--- src/design/dcfpc_map.svh ---
`ifndef DCFPC_MAP_SVH
`define DCFPC_MAP_SVH

// Offset register (X) width and preset values
`define DCFPC_X_W       7
`define DCFPC_X_RST     7'h04
`define DCFPC_X_SEL_HH  7'h10
`define DCFPC_X_SEL_HL  7'h0c
`define DCFPC_X_SEL_LH  7'h08
`define DCFPC_X_SEL_LL  7'h04

// Threshold select codes {thresh_sel_1, thresh_sel_0}
`define DCFPC_SEL_HH    2'h3
`define DCFPC_SEL_HL    2'h2
`define DCFPC_SEL_LH    2'h1

// Reset values of flags and pin samples, and the pointer step
`define DCFPC_FLAG_LOW  1'h0
`define DCFPC_FLAG_HIGH 1'h1
`define DCFPC_PIN_IDLE  1'h0
`define DCFPC_CS_IDLE   1'h1
`define DCFPC_PTR_STEP  1'h1

`endif

--- src/design/dcfpc_pkg.sv ---
package dcfpc_pkg;

  // Per-port control pins
  typedef struct packed {
    logic chip_sel_n;
    logic write_read;
    logic xfer_gate;
    logic mail_select;
  } dcfpc_ctrl_t;

  // All single-bit device pins, sampled together
  typedef struct packed {
    logic        port_a_clock;
    logic        port_b_clock;
    logic        reset_n;
    logic        thresh_sel_1;
    logic        thresh_sel_0;
    dcfpc_ctrl_t port_a_ctrl;
    dcfpc_ctrl_t port_b_ctrl;
  } dcfpc_pins_t;

endpackage : dcfpc_pkg

--- src/design/dcfpc_mem.sv ---
`timescale 1ns/100ps
`include "dcfpc_map.svh"

module dcfpc_mem #(
  parameter int WIDTH = 36,
  parameter int AW    = 6
) (
  // Clock and reset
  input  wire logic             ref_clk,
  input  wire logic             sys_rst,
  // Write side
  input  wire logic             wr_en,
  input  wire logic [AW-1:0]    wr_addr,
  input  wire logic [WIDTH-1:0] wr_data,
  // Read side, data held in the output register
  input  wire logic             rd_en,
  input  wire logic [AW-1:0]    rd_addr,
  output logic      [WIDTH-1:0] rd_data
);

  logic [WIDTH-1:0] store [0:(1<<AW)-1];

  // Array itself needs no reset; pointers guard every read
  always_ff @(posedge ref_clk) begin
    if (wr_en) begin
      store[wr_addr] <= wr_data;
    end
  end

  always_ff @(posedge ref_clk) begin
    if (sys_rst) begin
      rd_data <= '0;
    end else if (rd_en) begin
      rd_data <= store[rd_addr];
    end
  end

endmodule : dcfpc_mem

--- src/design/dcfpc_top.sv ---
`timescale 1ns/100ps
`include "dcfpc_map.svh"

//Function
// - Reset pin low four edges each port
// - Reset pin accepted at any time
// - Reset clears pointers, flags to reset values
// - Reset drives both mail flags high
// - Full flag high on second port-A edge
// - Reset release loads offset from selects
// - Port A bus driven on select, read
// - Port B bus driven on select, read
// - Port A FIFO write decode and gating
// - Port B FIFO read decode and gating
// - Gate low means no port operation
// - Port A mail read releases its flag
// - Port B mail read releases its flag
// - FIFO status flags pass two port-clock stages
// - Empty blocks reads, read pointer holds
// - Read pointer steps per word read
// - Written word readable third port-B cycle
// - Same-cycle write syncs from next edge
// - Full blocks writes, write pointer holds
// - Write pointer steps per word written
// - Freed location writable third port-A cycle
// - Almost-empty low at offset or fewer
// - Almost-full low at depth minus offset
// - Mail write lowers flag, blocks rewrites
// - Port B bus muxes FIFO or mail
module dcfpc_top #(
  parameter int WIDTH = 36,
  parameter int DEPTH = 64,
  parameter int AW    = 6
) (
  // Clock and reset
  input  wire logic                   ref_clk,
  input  wire logic                   sys_rst,
  // Device control pins
  input  wire logic                   port_a_clock,
  input  wire logic                   port_b_clock,
  input  wire logic                   reset_n,
  input  wire logic                   thresh_sel_0,
  input  wire logic                   thresh_sel_1,
  input  wire dcfpc_pkg::dcfpc_ctrl_t port_a_ctrl,
  input  wire dcfpc_pkg::dcfpc_ctrl_t port_b_ctrl,
  // Port A data pins
  input  wire logic [WIDTH-1:0]       port_a_data_in,
  output logic      [WIDTH-1:0]       port_a_data_out,
  output logic                        port_a_data_oe,
  // Port B data pins
  input  wire logic [WIDTH-1:0]       port_b_data_in,
  output logic      [WIDTH-1:0]       port_b_data_out,
  output logic                        port_b_data_oe,
  // Status flags
  output logic                        full_flag_n,
  output logic                        almost_full_flag_n,
  output logic                        empty_flag_n,
  output logic                        almost_empty_flag_n,
  output logic                        mail_ab_flag_n,
  output logic                        mail_ba_flag_n
);

  localparam logic [AW:0] FULL_CNT = (AW+1)'(DEPTH);

  // Pin sampling
  dcfpc_pkg::dcfpc_pins_t pins_raw;
  dcfpc_pkg::dcfpc_pins_t pins_s1;
  dcfpc_pkg::dcfpc_pins_t pins_s2;
  dcfpc_pkg::dcfpc_pins_t pins_d;
  logic [WIDTH-1:0]       data_a_s1;
  logic [WIDTH-1:0]       data_a_s2;
  logic [WIDTH-1:0]       data_b_s1;
  logic [WIDTH-1:0]       data_b_s2;

  // Decode
  dcfpc_pkg::dcfpc_ctrl_t ca;
  dcfpc_pkg::dcfpc_ctrl_t cb;
  logic                   a_rise;
  logic                   b_rise;
  logic                   rst_rise;
  logic                   dev_rst;
  logic                   a_sel;
  logic                   b_sel;
  logic                   fifo_wr;
  logic                   fifo_rd;
  logic                   mail_ab_wr;
  logic                   mail_ab_rd;
  logic                   mail_ba_wr;
  logic                   mail_ba_rd;

  // FIFO state
  logic [AW:0]            wptr;
  logic [AW:0]            rptr;
  logic [AW:0]            next_wptr;
  logic [AW:0]            next_rptr;
  logic [AW:0]            wptr_seen_b;
  logic [AW:0]            rptr_seen_a;
  logic [AW:0]            fill_a;
  logic [AW:0]            fill_b;
  logic                   a_armed;
  logic [`DCFPC_X_W-1:0]  offset_x;
  logic [`DCFPC_X_W-1:0]  next_offset_x;
  logic [WIDTH-1:0]       fifo_q;

  // Mail registers
  logic [WIDTH-1:0]       mail_ab;
  logic [WIDTH-1:0]       mail_ba;

  assign pins_raw.port_a_clock = port_a_clock;
  assign pins_raw.port_b_clock = port_b_clock;
  assign pins_raw.reset_n      = reset_n;
  assign pins_raw.thresh_sel_1 = thresh_sel_1;
  assign pins_raw.thresh_sel_0 = thresh_sel_0;
  assign pins_raw.port_a_ctrl  = port_a_ctrl;
  assign pins_raw.port_b_ctrl  = port_b_ctrl;

  // Every pin, port clocks included, crosses two flops before use
  always_ff @(posedge ref_clk) begin
    if (sys_rst) begin
      pins_s1 <= '0;
      pins_s2 <= '0;
      pins_d  <= '0;
      // Selects start deselected, else the buses drive just after reset
      pins_s1.port_a_ctrl.chip_sel_n <= `DCFPC_CS_IDLE;
      pins_s1.port_b_ctrl.chip_sel_n <= `DCFPC_CS_IDLE;
      pins_s2.port_a_ctrl.chip_sel_n <= `DCFPC_CS_IDLE;
      pins_s2.port_b_ctrl.chip_sel_n <= `DCFPC_CS_IDLE;
    end else begin
      pins_s1 <= pins_raw;
      pins_s2 <= pins_s1;
      pins_d  <= pins_s2;
    end
  end

  // Data travels with the same latency as its clock pin
  always_ff @(posedge ref_clk) begin
    if (sys_rst) begin
      data_a_s1 <= '0;
      data_a_s2 <= '0;
      data_b_s1 <= '0;
      data_b_s2 <= '0;
    end else begin
      data_a_s1 <= port_a_data_in;
      data_a_s2 <= data_a_s1;
      data_b_s1 <= port_b_data_in;
      data_b_s2 <= data_b_s1;
    end
  end

  assign ca       = pins_s2.port_a_ctrl;
  assign cb       = pins_s2.port_b_ctrl;
  assign a_rise   = pins_s2.port_a_clock & ~pins_d.port_a_clock;
  assign b_rise   = pins_s2.port_b_clock & ~pins_d.port_b_clock;
  // Level-sensitive, so a pin reset of any phase is honoured
  assign dev_rst  = sys_rst | ~pins_s2.reset_n;
  assign rst_rise = pins_s2.reset_n & ~pins_d.reset_n;

  // No FIFO or mail operation happens on a port unless its gate is high at the edge
  assign a_sel = a_rise & ~ca.chip_sel_n & ca.xfer_gate;
  assign b_sel = b_rise & ~cb.chip_sel_n & cb.xfer_gate;

  // Port A: FIFO write, mail A-to-B write, mail B-to-A read
  assign fifo_wr    = a_sel & ca.write_read & ~ca.mail_select & full_flag_n;
  assign mail_ab_wr = a_sel & ca.write_read & ca.mail_select & mail_ab_flag_n;
  assign mail_ba_rd = a_sel & ~ca.write_read & ca.mail_select;

  // Port B: FIFO read, mail B-to-A write, mail A-to-B read
  assign fifo_rd    = b_sel & ~cb.write_read & ~cb.mail_select & empty_flag_n;
  assign mail_ba_wr = b_sel & cb.write_read & cb.mail_select & mail_ba_flag_n;
  assign mail_ab_rd = b_sel & ~cb.write_read & cb.mail_select;
  // Port A FIFO read and port B FIFO write decode to nothing

  assign next_wptr = fifo_wr ? wptr + (AW+1)'(`DCFPC_PTR_STEP) : wptr;
  assign next_rptr = fifo_rd ? rptr + (AW+1)'(`DCFPC_PTR_STEP) : rptr;

  // Pointers carry one wrap bit so full and empty differ
  always_ff @(posedge ref_clk) begin
    if (dev_rst) begin
      wptr <= '0;
    end else begin
      wptr <= next_wptr;
    end
  end

  always_ff @(posedge ref_clk) begin
    if (dev_rst) begin
      rptr <= '0;
    end else begin
      rptr <= next_rptr;
    end
  end

  // Offset register survives a pin reset; only its release reloads it
  always_comb begin
    unique case ({pins_s2.thresh_sel_1, pins_s2.thresh_sel_0})
      `DCFPC_SEL_HH: next_offset_x = `DCFPC_X_SEL_HH;
      `DCFPC_SEL_HL: next_offset_x = `DCFPC_X_SEL_HL;
      `DCFPC_SEL_LH: next_offset_x = `DCFPC_X_SEL_LH;
      default:       next_offset_x = `DCFPC_X_SEL_LL;
    endcase
  end

  always_ff @(posedge ref_clk) begin
    if (sys_rst) begin
      offset_x <= `DCFPC_X_RST;
    end else if (rst_rise) begin
      offset_x <= next_offset_x;
    end
  end

  // Write pointer seen by port B: first of two port-B stages.
  // A write in the same ref cycle as a port-B edge is caught one edge later.
  always_ff @(posedge ref_clk) begin
    if (dev_rst) begin
      wptr_seen_b <= '0;
    end else if (b_rise) begin
      wptr_seen_b <= wptr;
    end
  end

  assign fill_b = wptr_seen_b - next_rptr;

  // Second port-B stage: empty and almost-empty
  always_ff @(posedge ref_clk) begin
    if (dev_rst) begin
      empty_flag_n <= `DCFPC_FLAG_LOW;
    end else if (b_rise) begin
      empty_flag_n <= (fill_b != '0);
    end
  end

  always_ff @(posedge ref_clk) begin
    if (dev_rst) begin
      almost_empty_flag_n <= `DCFPC_FLAG_LOW;
    end else if (b_rise) begin
      almost_empty_flag_n <= (fill_b > offset_x);
    end
  end

  // Read pointer seen by port A: first of two port-A stages
  always_ff @(posedge ref_clk) begin
    if (dev_rst) begin
      rptr_seen_a <= '0;
    end else if (a_rise) begin
      rptr_seen_a <= rptr;
    end
  end

  // Holds the full flag low until the second port-A edge after reset
  always_ff @(posedge ref_clk) begin
    if (dev_rst) begin
      a_armed <= `DCFPC_FLAG_LOW;
    end else if (a_rise) begin
      a_armed <= `DCFPC_FLAG_HIGH;
    end
  end

  assign fill_a = next_wptr - rptr_seen_a;

  // Second port-A stage: full and almost-full
  always_ff @(posedge ref_clk) begin
    if (dev_rst) begin
      full_flag_n <= `DCFPC_FLAG_LOW;
    end else if (a_rise) begin
      full_flag_n <= a_armed & (fill_a != FULL_CNT);
    end
  end

  always_ff @(posedge ref_clk) begin
    if (dev_rst) begin
      almost_full_flag_n <= `DCFPC_FLAG_HIGH;
    end else if (a_rise) begin
      almost_full_flag_n <= (fill_a < (FULL_CNT - offset_x));
    end
  end

  // Memory of DEPTH words, read into its own output register
  dcfpc_mem #(
    .WIDTH (WIDTH),
    .AW    (AW)
  ) u_mem (
    .ref_clk (ref_clk),
    .sys_rst (sys_rst),
    .wr_en   (fifo_wr),
    .wr_addr (wptr[AW-1:0]),
    .wr_data (data_a_s2),
    .rd_en   (fifo_rd),
    .rd_addr (rptr[AW-1:0]),
    .rd_data (fifo_q)
  );

  // Mail data is kept across reads and across a pin reset
  always_ff @(posedge ref_clk) begin
    if (sys_rst) begin
      mail_ab <= '0;
    end else if (mail_ab_wr) begin
      mail_ab <= data_a_s2;
    end
  end

  always_ff @(posedge ref_clk) begin
    if (sys_rst) begin
      mail_ba <= '0;
    end else if (mail_ba_wr) begin
      mail_ba <= data_b_s2;
    end
  end

  // A new write wins over a read release in the same cycle
  always_ff @(posedge ref_clk) begin
    if (dev_rst) begin
      mail_ab_flag_n <= `DCFPC_FLAG_HIGH;
    end else if (mail_ab_wr) begin
      mail_ab_flag_n <= `DCFPC_FLAG_LOW;
    end else if (mail_ab_rd) begin
      mail_ab_flag_n <= `DCFPC_FLAG_HIGH;
    end
  end

  always_ff @(posedge ref_clk) begin
    if (dev_rst) begin
      mail_ba_flag_n <= `DCFPC_FLAG_HIGH;
    end else if (mail_ba_wr) begin
      mail_ba_flag_n <= `DCFPC_FLAG_LOW;
    end else if (mail_ba_rd) begin
      mail_ba_flag_n <= `DCFPC_FLAG_HIGH;
    end
  end

  // Drive enables follow chip select and write_read pins only, independent of the gate
  always_ff @(posedge ref_clk) begin
    if (sys_rst) begin
      port_a_data_oe <= `DCFPC_FLAG_LOW;
      port_b_data_oe <= `DCFPC_FLAG_LOW;
    end else begin
      port_a_data_oe <= ~ca.chip_sel_n & ~ca.write_read;
      port_b_data_oe <= ~cb.chip_sel_n & ~cb.write_read;
    end
  end

  // Port A only ever shows the B-to-A mail register
  always_ff @(posedge ref_clk) begin
    if (sys_rst) begin
      port_a_data_out <= '0;
    end else begin
      port_a_data_out <= mail_ba;
    end
  end

  always_ff @(posedge ref_clk) begin
    if (sys_rst) begin
      port_b_data_out <= '0;
    end else begin
      port_b_data_out <= cb.mail_select ? mail_ab : fifo_q;
    end
  end

endmodule : dcfpc_top

--- config.mk ---
export PLATFORM = sky130hd
export DESIGN_NAME = dcfpc_top
export DESIGN_NICKNAME = d
export VERILOG_FILES = /design/src/design/dcfpc_pkg.sv /design/src/design/dcfpc_mem.sv /design/src/design/dcfpc_top.sv
export VERILOG_INCLUDE_DIRS = /design/src /design/src/design
export SDC_FILE = /design/constraint.sdc
export NUM_CORES = 2
export LEC_CHECK = 0
export BUFFER_PORTS_ARGS = -buffer_cell sky130_fd_sc_hd__buf_2
export CAP_MARGIN = 10
export CORE_ASPECT_RATIO = 0.7
export CORE_MARGIN = 2
export CORE_UTILIZATION = 47
export DETAILED_ROUTE_END_ITERATION = 7
export SETUP_SLACK_MARGIN = 0.2
export SLEW_MARGIN = 0
export SYNTH_ARGS = -nofsm -noshare
export SYNTH_HDL_FRONTEND = slang
export SYNTH_HIERARCHICAL = 1
export SYNTH_SLANG_ARGS = --single-unit
--- constraint.sdc ---
create_clock -name ref_clk -period 4.4 [get_ports ref_clk]
set_input_delay 0.88 -clock ref_clk [delete_from_list [all_inputs] [get_ports ref_clk]]
set_output_delay 0.88 -clock ref_clk [all_outputs]
set_load 0.01 [all_outputs]
==> flow_metrics.py <==
metrics = {
    "placement": {
        "numPortBuffers": 166,
        "dp_slack_ps": 933,
        "gp_congestion": 0.806,
        "dpl_cell_area_sq_um": 107000,
        "dp_cells": 8231,
        "place_hpwl_microns": 157000,
    },
    "timing": {
        "rsz0062_at_grt": "false",
        "slew_violations": 0,
        "relSlewSlack_pct": 16.7,
        "worst_slew_pin_slew_ps": 1250,
        "period_needed_ps": 3520,
        "fin_ws_ps": 882,
        "setup_tns_ps": 0,
        "finalSetupViolCount": 0,
        "fin_crit_sh_pct": 80.0,
        "fin_skew_ps": 47.3,
        "hold_viol": 0,
        "fmax_mhz": 284,
    },
    "cts": {
        "hold_buffers": 0,
        "clkSinkCount": 2697,
        "cts_buffer_depth": 4,
        "htree_levels": 4,
        "clkTransAtPathRegs_ps": 70,
        "cts_resized": 0,
        "clkLatencyLatePin_ps": 890,
        "cts_tree": "done",
        "cts_made_buffers": 240,
        "post_cts_buffers": 0,
        "root_buffer": "clkbuf_16",
    },
    "synth": {
        "synth_edf_count": 2304,
        "synth_top_area_cell": "edfxtp_1",
        "synth_seq_area_share_pct": 75.7,
        "synth_ff_type": "edfxtp_1",
        "synth_fp_nets": 5392,
        "postSynthAreaPerCell_sq_um": 19.3,
        "yosysTopAreaCellShare_pct": 68.0,
        "yosys_warnings": 6,
        "synth.distinct_cells": 62,
        "synth_area_sq_um": 102000,
        "async_flop_share_pct": 0,
        "ys_seq_elements": 2697,
        "synthTopCellsByArea": "edfxtp_1 (68%), mux4_2 (11%), dfxtp_1 (7.7%), mux2i_1 (2.6%), nor2b_1 (1.4%)",
        "netlist_instances": 5277,
    },
    "final_layout": {
        "num-fill-cells": 16800,
        "seqCellArea_sq_um": 77100,
        "layout.cells.most_common": "edfxtp_1",
        "drive_gt1_share_pct": 25.6,
        "multi_input_area_sq_um": 23500,
        "fin_nets": 5710,
        "final_cell_mix": "edfxtp_1 (2,304), mux4_2 (477), dfxtp_1 (351), nand2_1 (272), mux2i_1 (265)",
        "final_cells": 8685,
        "syn_to_final_growth_pct": 13.3,
        "final_area_sq_um": 115000,
    },
    "grt": {
        "grt_pass1_vias": 50800,
        "grt_max_degree": 172,
        "grt_usage_pct": 24.1,
        "antenna_found_initial": 27,
        "grt_pass1_wl_microns": 377000,
        "overflow": 0,
    },
    "drt": {
        "finalWirelength_microns": 270000,
        "via_per_inst": 6.07,
        "wl_per_cell_microns": 31.1,
        "first_iter_violations": 6546,
        "drc": 0,
        "final_antenna_net_count": 0,
        "vias": 52700,
        "dr.pass1.iters": 5,
    },
    "power_and_ir_drop": {
        "powerDensity_nw_per_um2": 426,
        "power.total_mw": 49.2,
        "max-vdd-ir-drop_mv": 0.324,
        "p_leak_nw": 40.2,
    },
    "setup_path": {
        "worstPathRequired_ps": 5110,
        "critical_path_class": "flip-flop to flip-flop",
        "cp.arrival_ps": 4230,
        "endpoint_kind": "flip-flop",
        "cp-start-kind": "flip-flop",
        "timing.critical_path.fanout_max": 33,
    },
    "flow_run": {
        "drv_cap": 0,
    },
    "floorplanning": {
        "rows": 142,
        "die_area_sq_um": 220000,
        "die_x_microns": 560,
        "ios": 167,
        "core_area_sq_um": 215000,
        "die_h_microns": 393,
        "start_util_pct": 47.4,
    },
    "hold_path": {
        "hold_class": "input pin to flip-flop",
    },
    "status": {
        "outcome": "finished, final reports clean",
    },
}
-- critical path, cell delays in order, from the launching register on --
cell	delay (ps)
dfxtp_4	730
buf_12	330
buf_4	450
mux2_2	390
a221oi_1	410
a21oi_1	120
o21ai_0	690
nand3_1	140
-- cell families (layout without fill, tap and decap cells) --
group                    after synthesis  after routing  share of synthesized area, %
AND/OR/NAND/NOR                      775            775                          3.82
adder cells (fa/ha/maj)               28             28                         0.344
other                                  0             16                             0
XOR/XNOR                              21             21                         0.196
multiplexers                         834            834                          14.2
flip-flops                          2697           2697                          75.7
buffers and inverters                324            836                          1.69
AO/OA/AOI/OAI                        598            598                          4.03
-- per-layer routing --
metal  routed length [microns]  track usage, %  up-vias
met4                      6730            6.03        6
met3                     24700            4.48      356
met1                    123000            38.2    28100
met2                    116000            34.1     2469
met5                        38          0.0219        -
li1                          -               -    21800
-- through the flow --
stage               hold WS, ps  util [%]
floorplan                   389         -
global placement            399      50.1
CTS                         152      53.7
finish                      205      53.7
detailed placement          397      50.1
global route                169      53.7
-- state kept, by name, indices dropped and copies added (netlist names), 3 cells and up --
name and cells:
pins_s1 13, u_mem/store 2304, port_b_data_out 36, mail_ab 36, rptr 7, u_mem/rd_data 36, mail_ba 36, pins_d 3
data_b_s1 36, port_a_data_out 36, offset_x 3, data_a_s2 36, data_a_s1 36, ca 4, pins_s2 5, cb 4
wptr 7, data_b_s2 36, rptr_seen_a 7, wptr_seen_b 7
-- layout make-up --
cell class | count | area share (%)
Clock buffer | 333 | 5.90
Inverter | 16 | 0.0521
Antenna cell | 16 | 0.0347
Multi-Input combinational cell | 2256 | 20.4
Timing Repair Buffer | 384 | 2.78
Clock inverter | 103 | 0.857
Sequential cell | 2697 | 66.9
Tap cell | 2880 | 3.12
-- Yosys cell counts, types with 35 or more instances --
| cell type | count |
|---|---|
| nor2_1 | 126 |
| mux4_2 | 477 |
| mux2_2 | 84 |
| edfxtp_1 | 2304 |
| nor2b_1 | 224 |
| nand2b_1 | 35 |
| dfxtp_1 | 393 |
| buf_4 | 52 |
| clkbuf_1 | 146 |
| nand2_1 | 273 |
| a21oi_1 | 212 |
| buf_2 | 62 |
| mux2i_1 | 265 |
| o221a_2 | 51 |
| o21ai_0 | 49 |
-- final timing paths --
path	start	endpoint	slack, ps	cells after the start
setup / recovery	rptr[0]	u_mem/rd_data[25]	880	7
setup reg to reg	rptr[0]	u_mem/rd_data[25]	880	7
hold / removal	port_b_ctrl[3]	pins_s1[3]	210	2
hold reg to reg	pins_s1[7]	ca[3]	410	1
-- where the power goes --
part	internal (mW)	switching, mW
logic	0.0975	0.336
clock network	11.9	9.14
registers	27.7	0.0705
(Power assumes the default switching activity.)
